`config.mk`:
```
export PLATFORM = sky130hd
export DESIGN_NAME = srs_return_ctrl
export DESIGN_NICKNAME = d
export VERILOG_FILES = /design/src/srs_pkg.sv /design/src/srs_return_ctrl.sv /design/src/srs_stack_mem.sv
export SDC_FILE = /design/constraint.sdc
export NUM_CORES = 1
export LEC_CHECK = 0
export BUFFER_PORTS_ARGS = -buffer_cell sky130_fd_sc_hd__buf_2
export CORE_MARGIN = 5
export CORE_UTILIZATION = 35
export DETAILED_ROUTE_END_ITERATION = 16
export SETUP_SLACK_MARGIN = 0.3
export SLEW_MARGIN = 20
export SYNTH_ARGS = -nofsm -noshare
export SYNTH_HDL_FRONTEND = slang
export SYNTH_SLANG_ARGS = --single-unit
```
`constraint.sdc`:
```
create_clock -name clock -period 4.2 [get_ports clock]
set_input_delay 0.21 -clock clock [delete_from_list [all_inputs] [get_ports clock]]
set_output_delay 0.21 -clock clock [all_outputs]
set_load 0.05 [all_outputs]
```
`src/srs_pkg.sv`:
```
// shared constants for the subroutine return stack control
package srs_pkg;
  // ---------------------------------------------------------------
  // sizes
  // ---------------------------------------------------------------
  localparam int unsigned STACK_DEPTH = 30;
  localparam int unsigned ADDR_W      = 12;
  localparam int unsigned DATA_W      = 8;
  localparam int unsigned REG_SEL_W   = 4;
  localparam int unsigned PTR_W       = 5;
  localparam int unsigned NIB_W       = 4;
  localparam logic [PTR_W-1:0]  PTR_ZERO = 5'h00;
  localparam logic [PTR_W-1:0]  PTR_ONE  = 5'h01;
  localparam logic [ADDR_W-1:0] PC_RESET = 12'h000;
  localparam logic [ADDR_W-1:0] PC_ONE   = 12'h001;

  // ---------------------------------------------------------------
  // operations seen by the sequencer
  // ---------------------------------------------------------------
  typedef enum logic [3:0] {
    SRS_OP_NONE      = 4'h0,
    SRS_OP_CALL      = 4'h1,
    SRS_OP_CALL_IND  = 4'h2,
    SRS_OP_RET       = 4'h3,
    SRS_OP_RET_Z     = 4'h4,
    SRS_OP_RET_NZ    = 4'h5,
    SRS_OP_RET_C     = 4'h6,
    SRS_OP_RET_NC    = 4'h7,
    SRS_OP_LOAD_RET  = 4'h8,
    SRS_OP_INT_RET   = 4'h9,
    SRS_OP_INTERRUPT = 4'ha
  } srs_op_t;

  // two cycle execution phases
  typedef enum logic [0:0] {
    SRS_ST_DECODE  = 1'b0,
    SRS_ST_EXECUTE = 1'b1
  } srs_state_t;
endpackage : srs_pkg

```
`src/srs_return_ctrl.sv`:
```
// program counter stack and subroutine return sequencing
//
// What this block does
// [RQ1] a return pops the newest address, adds one and loads the counter.
// [RQ2] a return on an empty stack raises the internal reset instead.
// [RQ3] an interrupt takes one level like a call and pairs with the
//       interrupt return.
// [RQ4] the stack holds thirty nested return addresses.
// [RQ5] four conditional returns act on zero set, zero clear, carry set
//       or carry clear.
// [RQ6] a failed condition leaves the stack alone and steps the counter.
// [RQ7] load-and-return is one 18-bit word taking two clock cycles.
// [RQ8] load-and-return writes its constant to the register while popping.
// [RQ9] the indirect call target is the low nibble of the first register
//       above all eight bits of the second, registers untouched.
// [RQ10] a call pushes its own address before jumping.
// [RQ11] a push onto a full stack raises the internal reset.
// [RQ12] plain and conditional returns change no flag and no register.
`timescale 1ns/1ps
module srs_return_ctrl #(
  parameter int unsigned DEPTH = srs_pkg::STACK_DEPTH
) (
  // clock and reset
  input  wire logic                        clock,
  input  wire logic                        arst_n,
  // decoded instruction, held for both cycles
  input  wire logic                        op_valid,
  input  wire srs_pkg::srs_op_t            op_code,
  input  wire logic [srs_pkg::ADDR_W-1:0]  call_target,
  input  wire logic [srs_pkg::DATA_W-1:0]  load_const,
  input  wire logic [srs_pkg::REG_SEL_W-1:0] load_reg_sel,
  // register file and flags
  input  wire logic [srs_pkg::DATA_W-1:0]  first_operand_register,
  input  wire logic [srs_pkg::DATA_W-1:0]  second_operand_register,
  input  wire logic                        zero_flag,
  input  wire logic                        carry_flag,
  // results
  output logic [srs_pkg::ADDR_W-1:0]       program_counter,
  output logic                             op_done,
  output logic                             reg_wr_en,
  output logic [srs_pkg::REG_SEL_W-1:0]    reg_wr_sel,
  output logic [srs_pkg::DATA_W-1:0]       reg_wr_data,
  output logic                             flags_wr_en,
  output logic                             interrupt_return,
  output logic                             internal_reset,
  output logic [srs_pkg::PTR_W-1:0]        stack_level
);
  localparam int unsigned AW = srs_pkg::ADDR_W;
  localparam int unsigned PW = srs_pkg::PTR_W;
  localparam logic [PW-1:0] FULL_LEVEL = PW'(DEPTH);

  // ---------------------------------------------------------------
  // helpers
  // ---------------------------------------------------------------
  function automatic logic is_pop(input srs_pkg::srs_op_t op);
    is_pop = op inside {srs_pkg::SRS_OP_RET, srs_pkg::SRS_OP_RET_Z,
                        srs_pkg::SRS_OP_RET_NZ, srs_pkg::SRS_OP_RET_C,
                        srs_pkg::SRS_OP_RET_NC, srs_pkg::SRS_OP_LOAD_RET,
                        srs_pkg::SRS_OP_INT_RET};
  endfunction : is_pop

  function automatic logic is_push(input srs_pkg::srs_op_t op);
    is_push = op inside {srs_pkg::SRS_OP_CALL, srs_pkg::SRS_OP_CALL_IND,
                         srs_pkg::SRS_OP_INTERRUPT};
  endfunction : is_push

  function automatic logic cond_met(input srs_pkg::srs_op_t op,
                                    input logic z, input logic c);
    unique case (op)
      srs_pkg::SRS_OP_RET_Z:  cond_met = z;   // see [RQ5]
      srs_pkg::SRS_OP_RET_NZ: cond_met = !z;  // see [RQ5]
      srs_pkg::SRS_OP_RET_C:  cond_met = c;   // see [RQ5]
      srs_pkg::SRS_OP_RET_NC: cond_met = !c;  // see [RQ5]
      default:                cond_met = 1'b1;
    endcase
  endfunction : cond_met

  // ---------------------------------------------------------------
  // state
  // ---------------------------------------------------------------
  srs_pkg::srs_state_t state_q, state_d;
  logic [AW-1:0] pc_q, pc_d;
  logic [PW-1:0] lvl_q, lvl_d;
  logic          rst_q, rst_d;
  logic          done_q, done_d;
  logic          rwe_q, rwe_d;
  logic [srs_pkg::REG_SEL_W-1:0] rsel_q, rsel_d;
  logic [srs_pkg::DATA_W-1:0]    rdat_q, rdat_d;
  logic          iret_q, iret_d;
  logic          push_en;
  logic [PW-1:0] rd_addr;
  logic [AW-1:0] top_q;
  logic [AW-1:0] ind_target;
  logic          take;

  assign ind_target = {first_operand_register[srs_pkg::NIB_W-1:0],
                       second_operand_register};  // see [RQ9]
  assign take = cond_met(op_code, zero_flag, carry_flag);
  assign rd_addr = (lvl_q == srs_pkg::PTR_ZERO) ? srs_pkg::PTR_ZERO
                                                : lvl_q - srs_pkg::PTR_ONE;
  assign push_en = op_valid && (state_q == srs_pkg::SRS_ST_DECODE) &&
                   is_push(op_code) && (lvl_q != FULL_LEVEL);

  srs_stack_mem #(
    .DEPTH (DEPTH),
    .WIDTH (AW),
    .PTR_W (PW)
  ) u_mem (
    .clock     (clock),
    .arst_n    (arst_n),
    .wr_en     (push_en),
    .wr_addr   (lvl_q),
    .wr_data   (pc_q),        // see [RQ10]
    .rd_addr   (rd_addr),
    .rd_data_q (top_q)
  );

  // ---------------------------------------------------------------
  // sequencer
  // ---------------------------------------------------------------
  always_comb begin
    state_d = state_q;
    pc_d    = pc_q;
    lvl_d   = lvl_q;
    rst_d   = 1'b0;
    done_d  = 1'b0;
    rwe_d   = 1'b0;
    rsel_d  = rsel_q;
    rdat_d  = rdat_q;
    iret_d  = 1'b0;
    unique case (state_q)
      srs_pkg::SRS_ST_DECODE: begin
        if (op_valid && op_code != srs_pkg::SRS_OP_NONE) begin
          state_d = srs_pkg::SRS_ST_EXECUTE;
        end
      end
      srs_pkg::SRS_ST_EXECUTE: begin
        state_d = srs_pkg::SRS_ST_DECODE;
        done_d  = 1'b1;
        if (is_push(op_code)) begin
          if (lvl_q == FULL_LEVEL) begin
            rst_d = 1'b1;                          // see [RQ11]
          end else begin
            lvl_d = lvl_q + srs_pkg::PTR_ONE;      // see [RQ3] [RQ4]
            pc_d  = (op_code == srs_pkg::SRS_OP_CALL_IND) ? ind_target
                                                          : call_target;
          end
        end else if (is_pop(op_code)) begin
          if (!take) begin
            pc_d = pc_q + srs_pkg::PC_ONE;         // see [RQ6]
          end else if (lvl_q == srs_pkg::PTR_ZERO) begin
            rst_d = 1'b1;                          // see [RQ2]
          end else begin
            lvl_d  = lvl_q - srs_pkg::PTR_ONE;
            pc_d   = top_q + srs_pkg::PC_ONE;      // see [RQ1]
            iret_d = (op_code == srs_pkg::SRS_OP_INT_RET);  // see [RQ3]
            if (op_code == srs_pkg::SRS_OP_LOAD_RET) begin
              rwe_d  = 1'b1;                       // see [RQ7] [RQ8]
              rsel_d = load_reg_sel;
              rdat_d = load_const;
            end
          end
        end else begin
          pc_d = pc_q + srs_pkg::PC_ONE;
        end
        if (rst_d) begin
          pc_d  = srs_pkg::PC_RESET;
          lvl_d = srs_pkg::PTR_ZERO;
        end
      end
    endcase
  end

  always_ff @(posedge clock or negedge arst_n) begin
    if (!arst_n) begin
      state_q <= srs_pkg::SRS_ST_DECODE;
      pc_q    <= srs_pkg::PC_RESET;
      lvl_q   <= srs_pkg::PTR_ZERO;
      rst_q   <= 1'b0;
      done_q  <= 1'b0;
      rwe_q   <= 1'b0;
      rsel_q  <= '0;
      rdat_q  <= '0;
      iret_q  <= 1'b0;
    end else begin
      state_q <= state_d;
      pc_q    <= pc_d;
      lvl_q   <= lvl_d;
      rst_q   <= rst_d;
      done_q  <= done_d;
      rwe_q   <= rwe_d;
      rsel_q  <= rsel_d;
      rdat_q  <= rdat_d;
      iret_q  <= iret_d;
    end
  end

  assign program_counter  = pc_q;
  assign op_done          = done_q;
  assign reg_wr_en        = rwe_q;     // see [RQ12]
  assign reg_wr_sel       = rsel_q;
  assign reg_wr_data      = rdat_q;
  assign flags_wr_en      = 1'b0;      // see [RQ12]
  assign interrupt_return = iret_q;
  assign internal_reset   = rst_q;
  assign stack_level      = lvl_q;

  // ---------------------------------------------------------------
  // checks
  // ---------------------------------------------------------------
  ret_pc_inc_a: assert property (@(posedge clock) disable iff (!arst_n)
    state_q == srs_pkg::SRS_ST_EXECUTE && op_code == srs_pkg::SRS_OP_RET
    && lvl_q != srs_pkg::PTR_ZERO |=> pc_q == $past(top_q) + srs_pkg::PC_ONE)
    else $error("return pc wrong"); // see [RQ1]
  underflow_rst_a: assert property (@(posedge clock) disable iff (!arst_n)
    state_q == srs_pkg::SRS_ST_EXECUTE && is_pop(op_code) && take
    && lvl_q == srs_pkg::PTR_ZERO |=> rst_q && pc_q == srs_pkg::PC_RESET)
    else $error("underflow not reset"); // see [RQ2]
  int_level_a: assert property (@(posedge clock) disable iff (!arst_n)
    state_q == srs_pkg::SRS_ST_EXECUTE && op_code == srs_pkg::SRS_OP_INTERRUPT
    && lvl_q != FULL_LEVEL |=> lvl_q == $past(lvl_q) + srs_pkg::PTR_ONE)
    else $error("interrupt level wrong"); // see [RQ3]
  depth_cap_a: assert property (@(posedge clock) disable iff (!arst_n)
    lvl_q <= FULL_LEVEL) else $error("level past depth"); // see [RQ4]
  cond_skip_a: assert property (@(posedge clock) disable iff (!arst_n)
    state_q == srs_pkg::SRS_ST_EXECUTE && is_pop(op_code) && !take
    |=> $stable(lvl_q) && pc_q == $past(pc_q) + srs_pkg::PC_ONE)
    else $error("skip wrong"); // see [RQ5] [RQ6]
  load_two_a: assert property (@(posedge clock) disable iff (!arst_n)
    $rose(rwe_q) |-> $past(state_q, 2) == srs_pkg::SRS_ST_DECODE
    && done_q) else $error("load timing wrong"); // see [RQ7] [RQ8]
  ind_target_a: assert property (@(posedge clock) disable iff (!arst_n)
    state_q == srs_pkg::SRS_ST_EXECUTE && op_code == srs_pkg::SRS_OP_CALL_IND
    && lvl_q != FULL_LEVEL |=> pc_q == $past(ind_target))
    else $error("indirect target wrong"); // see [RQ9]
  overflow_rst_a: assert property (@(posedge clock) disable iff (!arst_n)
    state_q == srs_pkg::SRS_ST_EXECUTE && is_push(op_code)
    && lvl_q == FULL_LEVEL |=> rst_q && lvl_q == srs_pkg::PTR_ZERO)
    else $error("overflow not reset"); // see [RQ11]
  no_reg_wr_a: assert property (@(posedge clock) disable iff (!arst_n)
    rwe_q |-> $past(op_code) == srs_pkg::SRS_OP_LOAD_RET)
    else $error("stray register write"); // see [RQ12]
endmodule : srs_return_ctrl

```
`src/srs_stack_mem.sv`:
```
// return address storage memory with registered read data
`timescale 1ns/1ps
module srs_stack_mem #(
  parameter int unsigned DEPTH  = srs_pkg::STACK_DEPTH,
  parameter int unsigned WIDTH  = srs_pkg::ADDR_W,
  parameter int unsigned PTR_W  = srs_pkg::PTR_W
) (
  // clock and reset
  input  wire logic             clock,
  input  wire logic             arst_n,
  // write port
  input  wire logic             wr_en,
  input  wire logic [PTR_W-1:0] wr_addr,
  input  wire logic [WIDTH-1:0] wr_data,
  // read port
  input  wire logic [PTR_W-1:0] rd_addr,
  output logic      [WIDTH-1:0] rd_data_q
);
  logic [WIDTH-1:0] mem [DEPTH];

  always_ff @(posedge clock) begin
    if (wr_en) begin
      mem[wr_addr] <= wr_data;
    end
  end

  always_ff @(posedge clock or negedge arst_n) begin
    if (!arst_n) begin
      rd_data_q <= '0;
    end else begin
      rd_data_q <= mem[rd_addr];
    end
  end
endmodule : srs_stack_mem

```
After elaboration in Yosys (flattened, before gate mapping) --
Memories as Yosys holds them, arrays and structs flattened. A register that Yosys moved wholly into a read port is not among the register bits. Index checks and enable logic that the tools add are counted.
Word-level totals: logic and storage cells 86, output and inout port bits 34, memories 1, flip-flop bits (word level) 34, input port bits 49, memory bits (writable) 360
Operators by class: equal/unequal tests 15, reduce and logical (&&, ||, !) cells 16, $add $sub $neg 4, muxes and demuxes 38, bitwise operators 3
Memories:
- u_mem.mem | depth 30, bits a word 12, rd ports 1, clocked after memory_dff 1, wr ports 1, line srs_stack_mem.sv:19 | logic [WIDTH-1:0] mem [DEPTH];
Operators with widths (number):
- two-way mux 12 bit | 7
- two-way mux 5 bit | 7
- adder 12 x 1 -> 12 bit (second input constant) | 2
- two-way mux 1 bit | 22
- equality test 4 x 3 -> 1 bit (second input constant) | 4
- equality test 4 bit (second input constant) | 3
- nonzero test 3 bit | 3
- equality test 4 x 2 -> 1 bit (second input constant) | 2
- nonzero test 7 bit | 1
- != test 3 x 2 -> 1 bit (second input constant) | 2
- AND reduction 6 bit | 1
- adder 5 x 1 -> 5 bit (second input constant) | 1
- equality test 5 bit (second input constant) | 1
- zero test 5 bit | 1
- != test 5 x 4 -> 1 bit (second input constant) | 1
- != test 5 bit (second input constant) | 1
- AND reduction 5 bit | 1
- subtractor 5 x 1 -> 5 bit (second input constant) | 1
- equality test 4 x 1 -> 1 bit (second input constant) | 1
- logical AND 1 bit | 4
- case mux 1 bit (4 select lines) | 1
- nonzero test 4 bit | 1
- zero test 1 bit | 3
- inverter 1 bit | 3
- 2 further kinds | 2

Longest topological paths before layout --
Gate-level depths: netlist of run 1.
word-level depth 8, depth in mapped cells 14

Hierarchy --
From an unflattened synthesis of run 1, not the netlist that was laid out.
Second synthesis, totals: cells, all modules 941, area, all modules 16734.8 um^2
Modules (own cells, without submodules):
- srs_stack_mem | cells an instance 690, area each 14331.2 um^2, instances 1
- srs_return_ctrl | cells an instance 251, area each 2403.6 um^2, instances 1

Worst setup path after synthesis of run 1 --
OpenSTA, ideal clock, no wires.
kind register to register, start reg lvl_q[0] (netlist: stack_level[0]), end reg u_mem.rd_data_q[4] (read register of u_mem.mem), setup slack 0.736 ns, data arrival time 3.324 ns, library setup time 0.140 ns, cell stages (with the launch flop) 11, cells stage by stage dfrtp_1 > clkbuf_1 > inv_1 > clkbuf_1 > ha_1 > nor3b_1 > mux2i_1 > or3b_1 > clkbuf_1 > a2111oi_0 > a211oi_1
Between the ends: cells in the longest elaborated chain, start to end 2
Ends and longest elaborated chain:
- from (decl) | line srs_return_ctrl.sv:83 | logic [PW-1:0] lvl_q, lvl_d;
- from (signal assigned) | line srs_return_ctrl.sv:178 | lvl_q <= srs_pkg::PTR_ZERO;
- from (signal assigned) | line srs_return_ctrl.sv:188 | lvl_q <= lvl_d;
- subtractor 5 x 1 -> 5 bit / zero test 5 bit (equally long branches) | line srs_return_ctrl.sv:100, srs_return_ctrl.sv:99
- two-way mux 5 bit (*) | line srs_return_ctrl.sv:99 | assign rd_addr = (lvl_q == srs_pkg::PTR_ZERO) ? srs_pkg::PTR_ZERO
- to (decl) | line srs_stack_mem.sv:17 | output logic [WIDTH-1:0] rd_data_q
Every way passes the cells marked *; elsewhere a longest branch is shown, timed or not. A chain may end at the register's enable or synchronous reset.

Final worst setup path of run 1 --
start reg lvl_q[0] (netlist: stack_level[0]), end reg u_mem.rd_data_q[9] (read register of u_mem.mem)
The elaborated chain is that of the path after synthesis.

==> metrics, run 1 <==
Min-Delay Path Class in -> reg; Horiz. Die Dim between 200 and 250 µm; crit start category flip-flop; vias in the first global route about 11000; Final Instance Area 20040 µm²; syn nets about 1300; setup TNS after final layout 0 ps; gr ovfl total 0; NetSw between 5 and 6 mW; post-CTS setup buffers 0; post-synthesis register bit count ~400; clk_skew 20.79 ps; MaxCap Viol Count 0; power share of the combinational group between 30% and 40%; VDD IR max ~0.37 mV; synthesis-to-layout area growth 17.31%; IO Port Bufs between 70 and 80; Layout Nets 1473; setup violators final 0; Slew Viols, Final 0; ys flop type edfxtp_1; IO Pins 83; synthesized area approximately 17000 µm²; Gate Count Post-Synth between 1000 and 1500; detailed-route via count ~11000; root buf cell clkbuf_16; slack of the worst reg-to-reg path roughly 570 ps; total power draw around 14 mW; # H-tree levels 2; post-placement cell area between 15000 and 20000 µm²; die extent in y roughly 230 µm; Tot GR Track Use between 15 and 20%; Synth cell types 62; TritonCTS Buffers 43; Die Area 53330 µm²; slowest CP cell a2111oi_0; via-per-instance ratio approximately 5.5; CP peak stage delay around 1100 ps; Final period util a little under nine tenths; WL final around 47000 µm; achievable clock frequency between 0.2 and 0.3 GHz; leakage between 6 and 7 nW; Syn Area/Cell roughly 13 µm²; Final Hold Vio Count 0; Critical Path RT approximately 4600 ps; EDFF count, synth 360; sw frac a little under two fifths; PD cells approximately 700 nW/µm²; post-layout util roughly two fifths; post-synthesis sequential area ratio between 70 and 80%; largest net degree at the start of global routing between 50 and 60; core area just under 50000 µm²; slew margin rel. around 22%; most frequent cells in the layout edfxtp_1 (360), nand2_1 (211), nor2_1 (82); outcome completed; hold slack 23.30 ps; asr flop ratio synth between 10% and 20%; DR WL/cell ~23 µm; FILL cells between 4000 and 5000; Least-Margin Pin Slew approximately 1100 ps; Pre-antenna DRT Iters 5; commonest non-fill, non-tap cell in the layout edfxtp_1; Placer Congestion between 0.8 and 0.9; worst skew pair latency 560 ps; crit path kind reg -> reg; Arrival @ worst endpoint around 4000 ps; Starting Density a little over a third; Synth Warn # 0; Detailed Place HPWL slightly below 30000 µm; Final ANT Viol Nets 0; DR DRC count 0; Int Pwr 8.718 mW; worst-path maximum fanout 12; crit path time final 3627 ps; initial antenna violation count 0; RSZ-0062 raised after global routing false; crit-path cells inv_1, ha_1, nor3b_1, mux2i_1, or3b_1, a2111oi_0, a211oi_1; Clock Power Share 27.3%; Clock Sinks approximately 410; sequential share of power between 30% and 40%; layout cells sized above 1 between 10% and 20%; CTS tree built; row count 81; Critical Path End Type flip-flop; Initial DRC Count 1291; Longest Clk Path Bufs 3; first-pass GRT wire length roughly 71000 µm; Clock transition at path regs roughly 60 ps
-- timing repair --
action                    CTS  global route
hold buffers               16             0
hold endpoints to repair   60             0
resized for setup           0             0
-- metal layers --
metal  GRT usage [%]  vias to the layer above  routed length, µm
met1           24.19                     5720              20380
met2           27.88                      467              22170
met3           2.669                       89               3138
met5               0                        -                  0
li1                -                     5134                  -
met4           5.869                        0               1498
-- power by group through the flow --
stage	registers (mW)	clock network [mW]	logic [mW]
after floorplan	5.76	0	2.76
after global placement	5.36	0	4.88
after detailed placement	5.37	0	4.95
after CTS	5.28	3.92	4.97
after global routing	5.31	4.08	5.38
final	5.29	3.85	4.96
-- path summary, 6_finish.rpt --
check / start / to / cells past startpoint
setup / recovery: stack_level[0] / u_mem.rd_data_q[9] / 7
hold / removal: call_target[11] / program_counter[11] / 5
setup reg to reg: stack_level[0] / u_mem.rd_data_q[9] / 7
hold reg to reg: reg_wr_data[7] / reg_wr_data[7] / 1
max in group asynchronous: arst_n / stack_level[0] / 3
min in group asynchronous: arst_n / reg_wr_data[0] / 3
-- synth_stat cells, types with 9 or more instances --
library cell | n | area [µm²]
xor2_1 | 9 | 78.83
a31oi_1 | 25 | 156.4
edfxtp_1 | 360 | 10810
inv_1 | 11 | 41.29
o21ai_0 | 22 | 110.1
buf_2 | 16 | 80.08
a21oi_1 | 69 | 345.3
nand4_1 | 21 | 131.4
nor2_1 | 84 | 315.3
mux2i_1 | 57 | 570.6
clkbuf_1 | 53 | 198.9
o22ai_1 | 21 | 131.4
nand3_1 | 58 | 290.3
nor3_1 | 11 | 55.05
xnor2_1 | 15 | 131.4
mux2_2 | 19 | 214.0
nand2_1 | 212 | 795.8
a2111oi_0 | 16 | 140.1
nand2b_1 | 10 | 62.56
a211oi_1 | 14 | 105.1
a311oi_1 | 14 | 122.6
nor4_1 | 9 | 56.30
dfrtp_1 | 46 | 1151
and3_1 | 14 | 87.58
-- critical path: cells and delay by family, from the launching register on --
family / cells / cell delay [ps]
AO/OA/AOI/OAI: 2 / 1190
adder cells (fa/ha/maj): 1 / 320
buffers and inverters: 1 / 230
flip-flops: 1 / 420
multiplexers: 1 / 280
AND/OR/NAND/NOR: 2 / 1010
-- state kept, by name, indices dropped and copies added, names as in the netlist --
signal	cells
u_mem.mem	360
program_counter	12
u_mem.rd_data_q	12
reg_wr_data	8
stack_level	5
reg_wr_sel	4
internal_reset	1
interrupt_return	1
op_done	1
reg_wr_en	1
state_q	1
-- logic make-up after synthesis --
family	Yosys count	share of synthesized area, %
buffers and inverters	90	2.387
xor gates and xnor gates	24	1.230
muxes	76	4.592
other	1	0.02195
DFF	406	70.01
adders and majority gates	7	0.5126
and+or+nand+nor	450	11.96
AOI/OAI and AO/OA	234	9.286
-- per-stage QoR --
step           worst slack [ps]  cells
3_5_place_dp              707.8   1978
3_3_place_gp              871.8   1978
2_1_floorplan             735.9   1288
4_1_cts                   692.3   2074
5_1_grt                   545.1   2074
6_report                  573.0   2075
-- area by class of cell --
cell class	instances	area [µm²]	share of cell area [%]
diodes	1	2.502	0.01249
clock buffers	64	1246	6.218
clock inverters	16	195.2	0.9738
inverters	11	41.29	0.2060
multi-input cells	792	4733	23.62
flip-flops and latches	406	11960	59.69
well taps	622	778.2	3.883
repair buffers	163	1084	5.406
Power figures use the tool's default switching activity.
==> run 2, diff against run 1 <==
- SYNTH_HIERARCHICAL: unset -> 1
==> run 2 against run 1 <==
Final cell count shrank 16%. Largest cell class unchanged. Clock skew grew 5.9 ps. Area after synthesis shrank 2.1%. Register-to-register slack gained 370 ps. Clock power shrank 7.5%. Combinational power grew 16%. Largest power group is now combinational cells. Utilization is essentially flat. Sequential cell count is the same. Critical path depth grew 2.
==> metrics, run 2 <==
max reg flops 360; initial antenna violation count 0; FILL cells 4208; Final period util 77.63%; Tot GR Track Use 15.73%; IO Pins 83; achievable clock frequency slightly above 0.3 GHz; die extent in y approximately 230 µm; most frequent cells in the layout edfxtp_1 (360), buf_2 (76), mux4_2 (59); synthesized area between 15000 and 20000 µm²; outcome completed; power share of the combinational group between 30 and 40%; PD cells between 700 and 800 nW/µm²; worst skew pair latency about 550 ps; post-synthesis register bit count roughly 400; fin cells 1738; gr ovfl total 0; placed cells 1650; setup TNS after final layout 0 ps; EDFF count, synth between 300 and 400; most numerous cell in the Yosys netlist edfxtp_1; VDD IR max about 0.37 mV; post-synth top area share approximately 65%; Detailed Place HPWL 26870 µm; diode count 0; first-pass GRT wire length approximately 63000 µm; worst-path maximum fanout 18; post-placement cell area ~18000 µm²; root buf cell clkbuf_16; Layout Nets 1149; largest net degree at the start of global routing 50; leakage between 6 and 7 nW; worst reg2reg startpoint stack_level[0]; WL final ~42000 µm; post-layout util roughly 41%; core area between 40000 and 50000 µm²; asr flop ratio synth about 11%; Hold Path Origin op_code[0]; Die Area around 52000 µm²; Synth cell types 67; Syn Area/Cell ~18 µm²; TritonCTS Buffers between 40 and 50; Longest Clk Path Bufs 3; slew margin rel. approximately two fifths; Int Pwr approximately 9 mW; Gate Count Post-Synth roughly 940; Post-synth top cells edfxtp_1 (360), mux4_2 (59), mux2i_1 (53); R2R depth 9; NetSw roughly 5.5 mW; R2R Path End u_mem/rd_data_q[1]; sw frac 37.22%; Synth Warn # 6; Starting Density roughly a third; Area contributors post-synth edfxtp_1 (65%), mux4_2 (7.9%), dfrtp_1 (6.9%); DR WL/cell 24.17 µm; post-CTS setup buffers 0; IO Port Bufs slightly below 80; Least-Margin Pin Slew ~900 ps; detailed-route via count 9421; post-synthesis sequential area ratio between 70% and 80%; Horiz. Die Dim between 200 and 250 µm; hold slack roughly 23 ps; layout cells sized above 1 between 20% and 30%; Pre-antenna DRT Iters 5; crit path kind reg -> reg; Final Hold Vio Count 0; cts repair resizes 0; RSZ-0062 raised after global routing false; Clock Power Share between 20% and 30%; Clock Sinks 406; # H-tree levels 2; Arrival @ worst endpoint ~3700 ps; post-synth top area cell edfxtp_1; commonest non-fill, non-tap cell in the layout edfxtp_1; sequential share of power about 37%; MaxCap Viol Count 0; crit path time final approximately 3300 ps; Critical Path RT ~4600 ps; syn nets approximately 1000; Biggest register u_mem/mem; Critical Path End Type flip-flop; Final Instance Area between 15000 and 20000 µm²; CTS tree built; clk_skew 26.67 ps; Final ANT Viol Nets 0; Min-Delay Path Class in -> reg; Clock transition at path regs ~60 ps; Slew Viols, Final 0; Hold Path Sink interrupt_return; Initial DRC Count about 940; slack of the worst reg-to-reg path 940 ps; DR DRC count 0; setup violators final 0; synthesis-to-layout area growth 16.93%; row count 80; crit start category flip-flop; via-per-instance ratio about 5.4; Post-CTS Hold Buffers 15; vias in the first global route 9532; ys flop type edfxtp_1; hold-critical path depth 2; Placer Congestion 0.8832
==> run 2: how the worst max path moves through the flow <==
| stage | endpoint | cells past startpoint | from | slack (ps) |
|---|---|---|---|---|
| 2_1_floorplan | u_mem/mem[12][0] | 8 | stack_level[0] | 1060 |
| 3_3_place_gp | u_mem/rd_data_q[7] | 9 | stack_level[0] | 1090 |
| 3_5_place_dp | u_mem/rd_data_q[7] | 9 | stack_level[0] | 1050 |
| 4_1_cts | u_mem/rd_data_q[2] | 9 | stack_level[0] | 1040 |
| 5_1_grt | u_mem/rd_data_q[0] | 9 | stack_level[0] | 780 |
| 6_report | u_mem/rd_data_q[1] | 9 | stack_level[0] | 940 |
==> run 2: cell type report <==
cell class	count	area (µm²)	share of cell area, %
clock buffers	52	1089	5.563
clock inverters	21	209.0	1.068
inverters	11	41.29	0.2110
multi-input cells	481	4461	22.79
flip-flops and latches	406	11960	61.13
well taps	615	769.5	3.932
repair buffers	152	1039	5.307
==> run 2: stage by stage <==
| step | total power, mW | worst slack, ps |
|---|---|---|
| global placement | 11.13 | 1093 |
| detailed placement | 11.21 | 1049 |
| CTS | 14.81 | 1035 |
| floorplan | 9.150 | 1060 |
| finish | 14.68 | 939.7 |
| global route | 15.33 | 784.1 |
==> run 2: cells by family after synthesis <==
family                   synth area share, %
AO/OA/AOI/OAI                          5.256
XOR/XNOR                               1.047
adder cells (fa/ha/maj)               0.4486
buffers and inverters                  2.078
flip-flops                             71.48
multiplexers                           14.04
other                                0.02241
AND/OR/NAND/NOR                        5.630
==> run 2: routing by layer <==
metal  up-vias  global-route usage [%]  share of wire (%)
li1       4110                       -                  -
met1      4861                   22.21                 44
met2       380                   24.52                 46
met3        70                   3.627                7.9
met4         0                   4.727                2.7
met5         -                       0                  0
==> run 2: power groups by stage <==
| stage | Combinational (mW) | Sequential [mW] | Clock, mW |
|---|---|---|---|
| 2_1_floorplan | 3.21 | 5.94 | 0 |
| 3_3_place_gp | 5.70 | 5.43 | 0 |
| 3_5_place_dp | 5.77 | 5.45 | 0 |
| 4_1_cts | 5.80 | 5.36 | 3.64 |
| 5_1_grt | 6.12 | 5.40 | 3.80 |
| 6_report | 5.76 | 5.37 | 3.56 |
==> run 2: worst max-delay path, stage by stage, from the launching register on <==
cell and delay [ps]:
dfrtp_1 590, inv_1 170, ha_1 240, nor4b_2 180, buf_4 200, nor2_4 490, nor2b_1 400, nand2b_1 240
o22ai_1 500, nor4_1 100
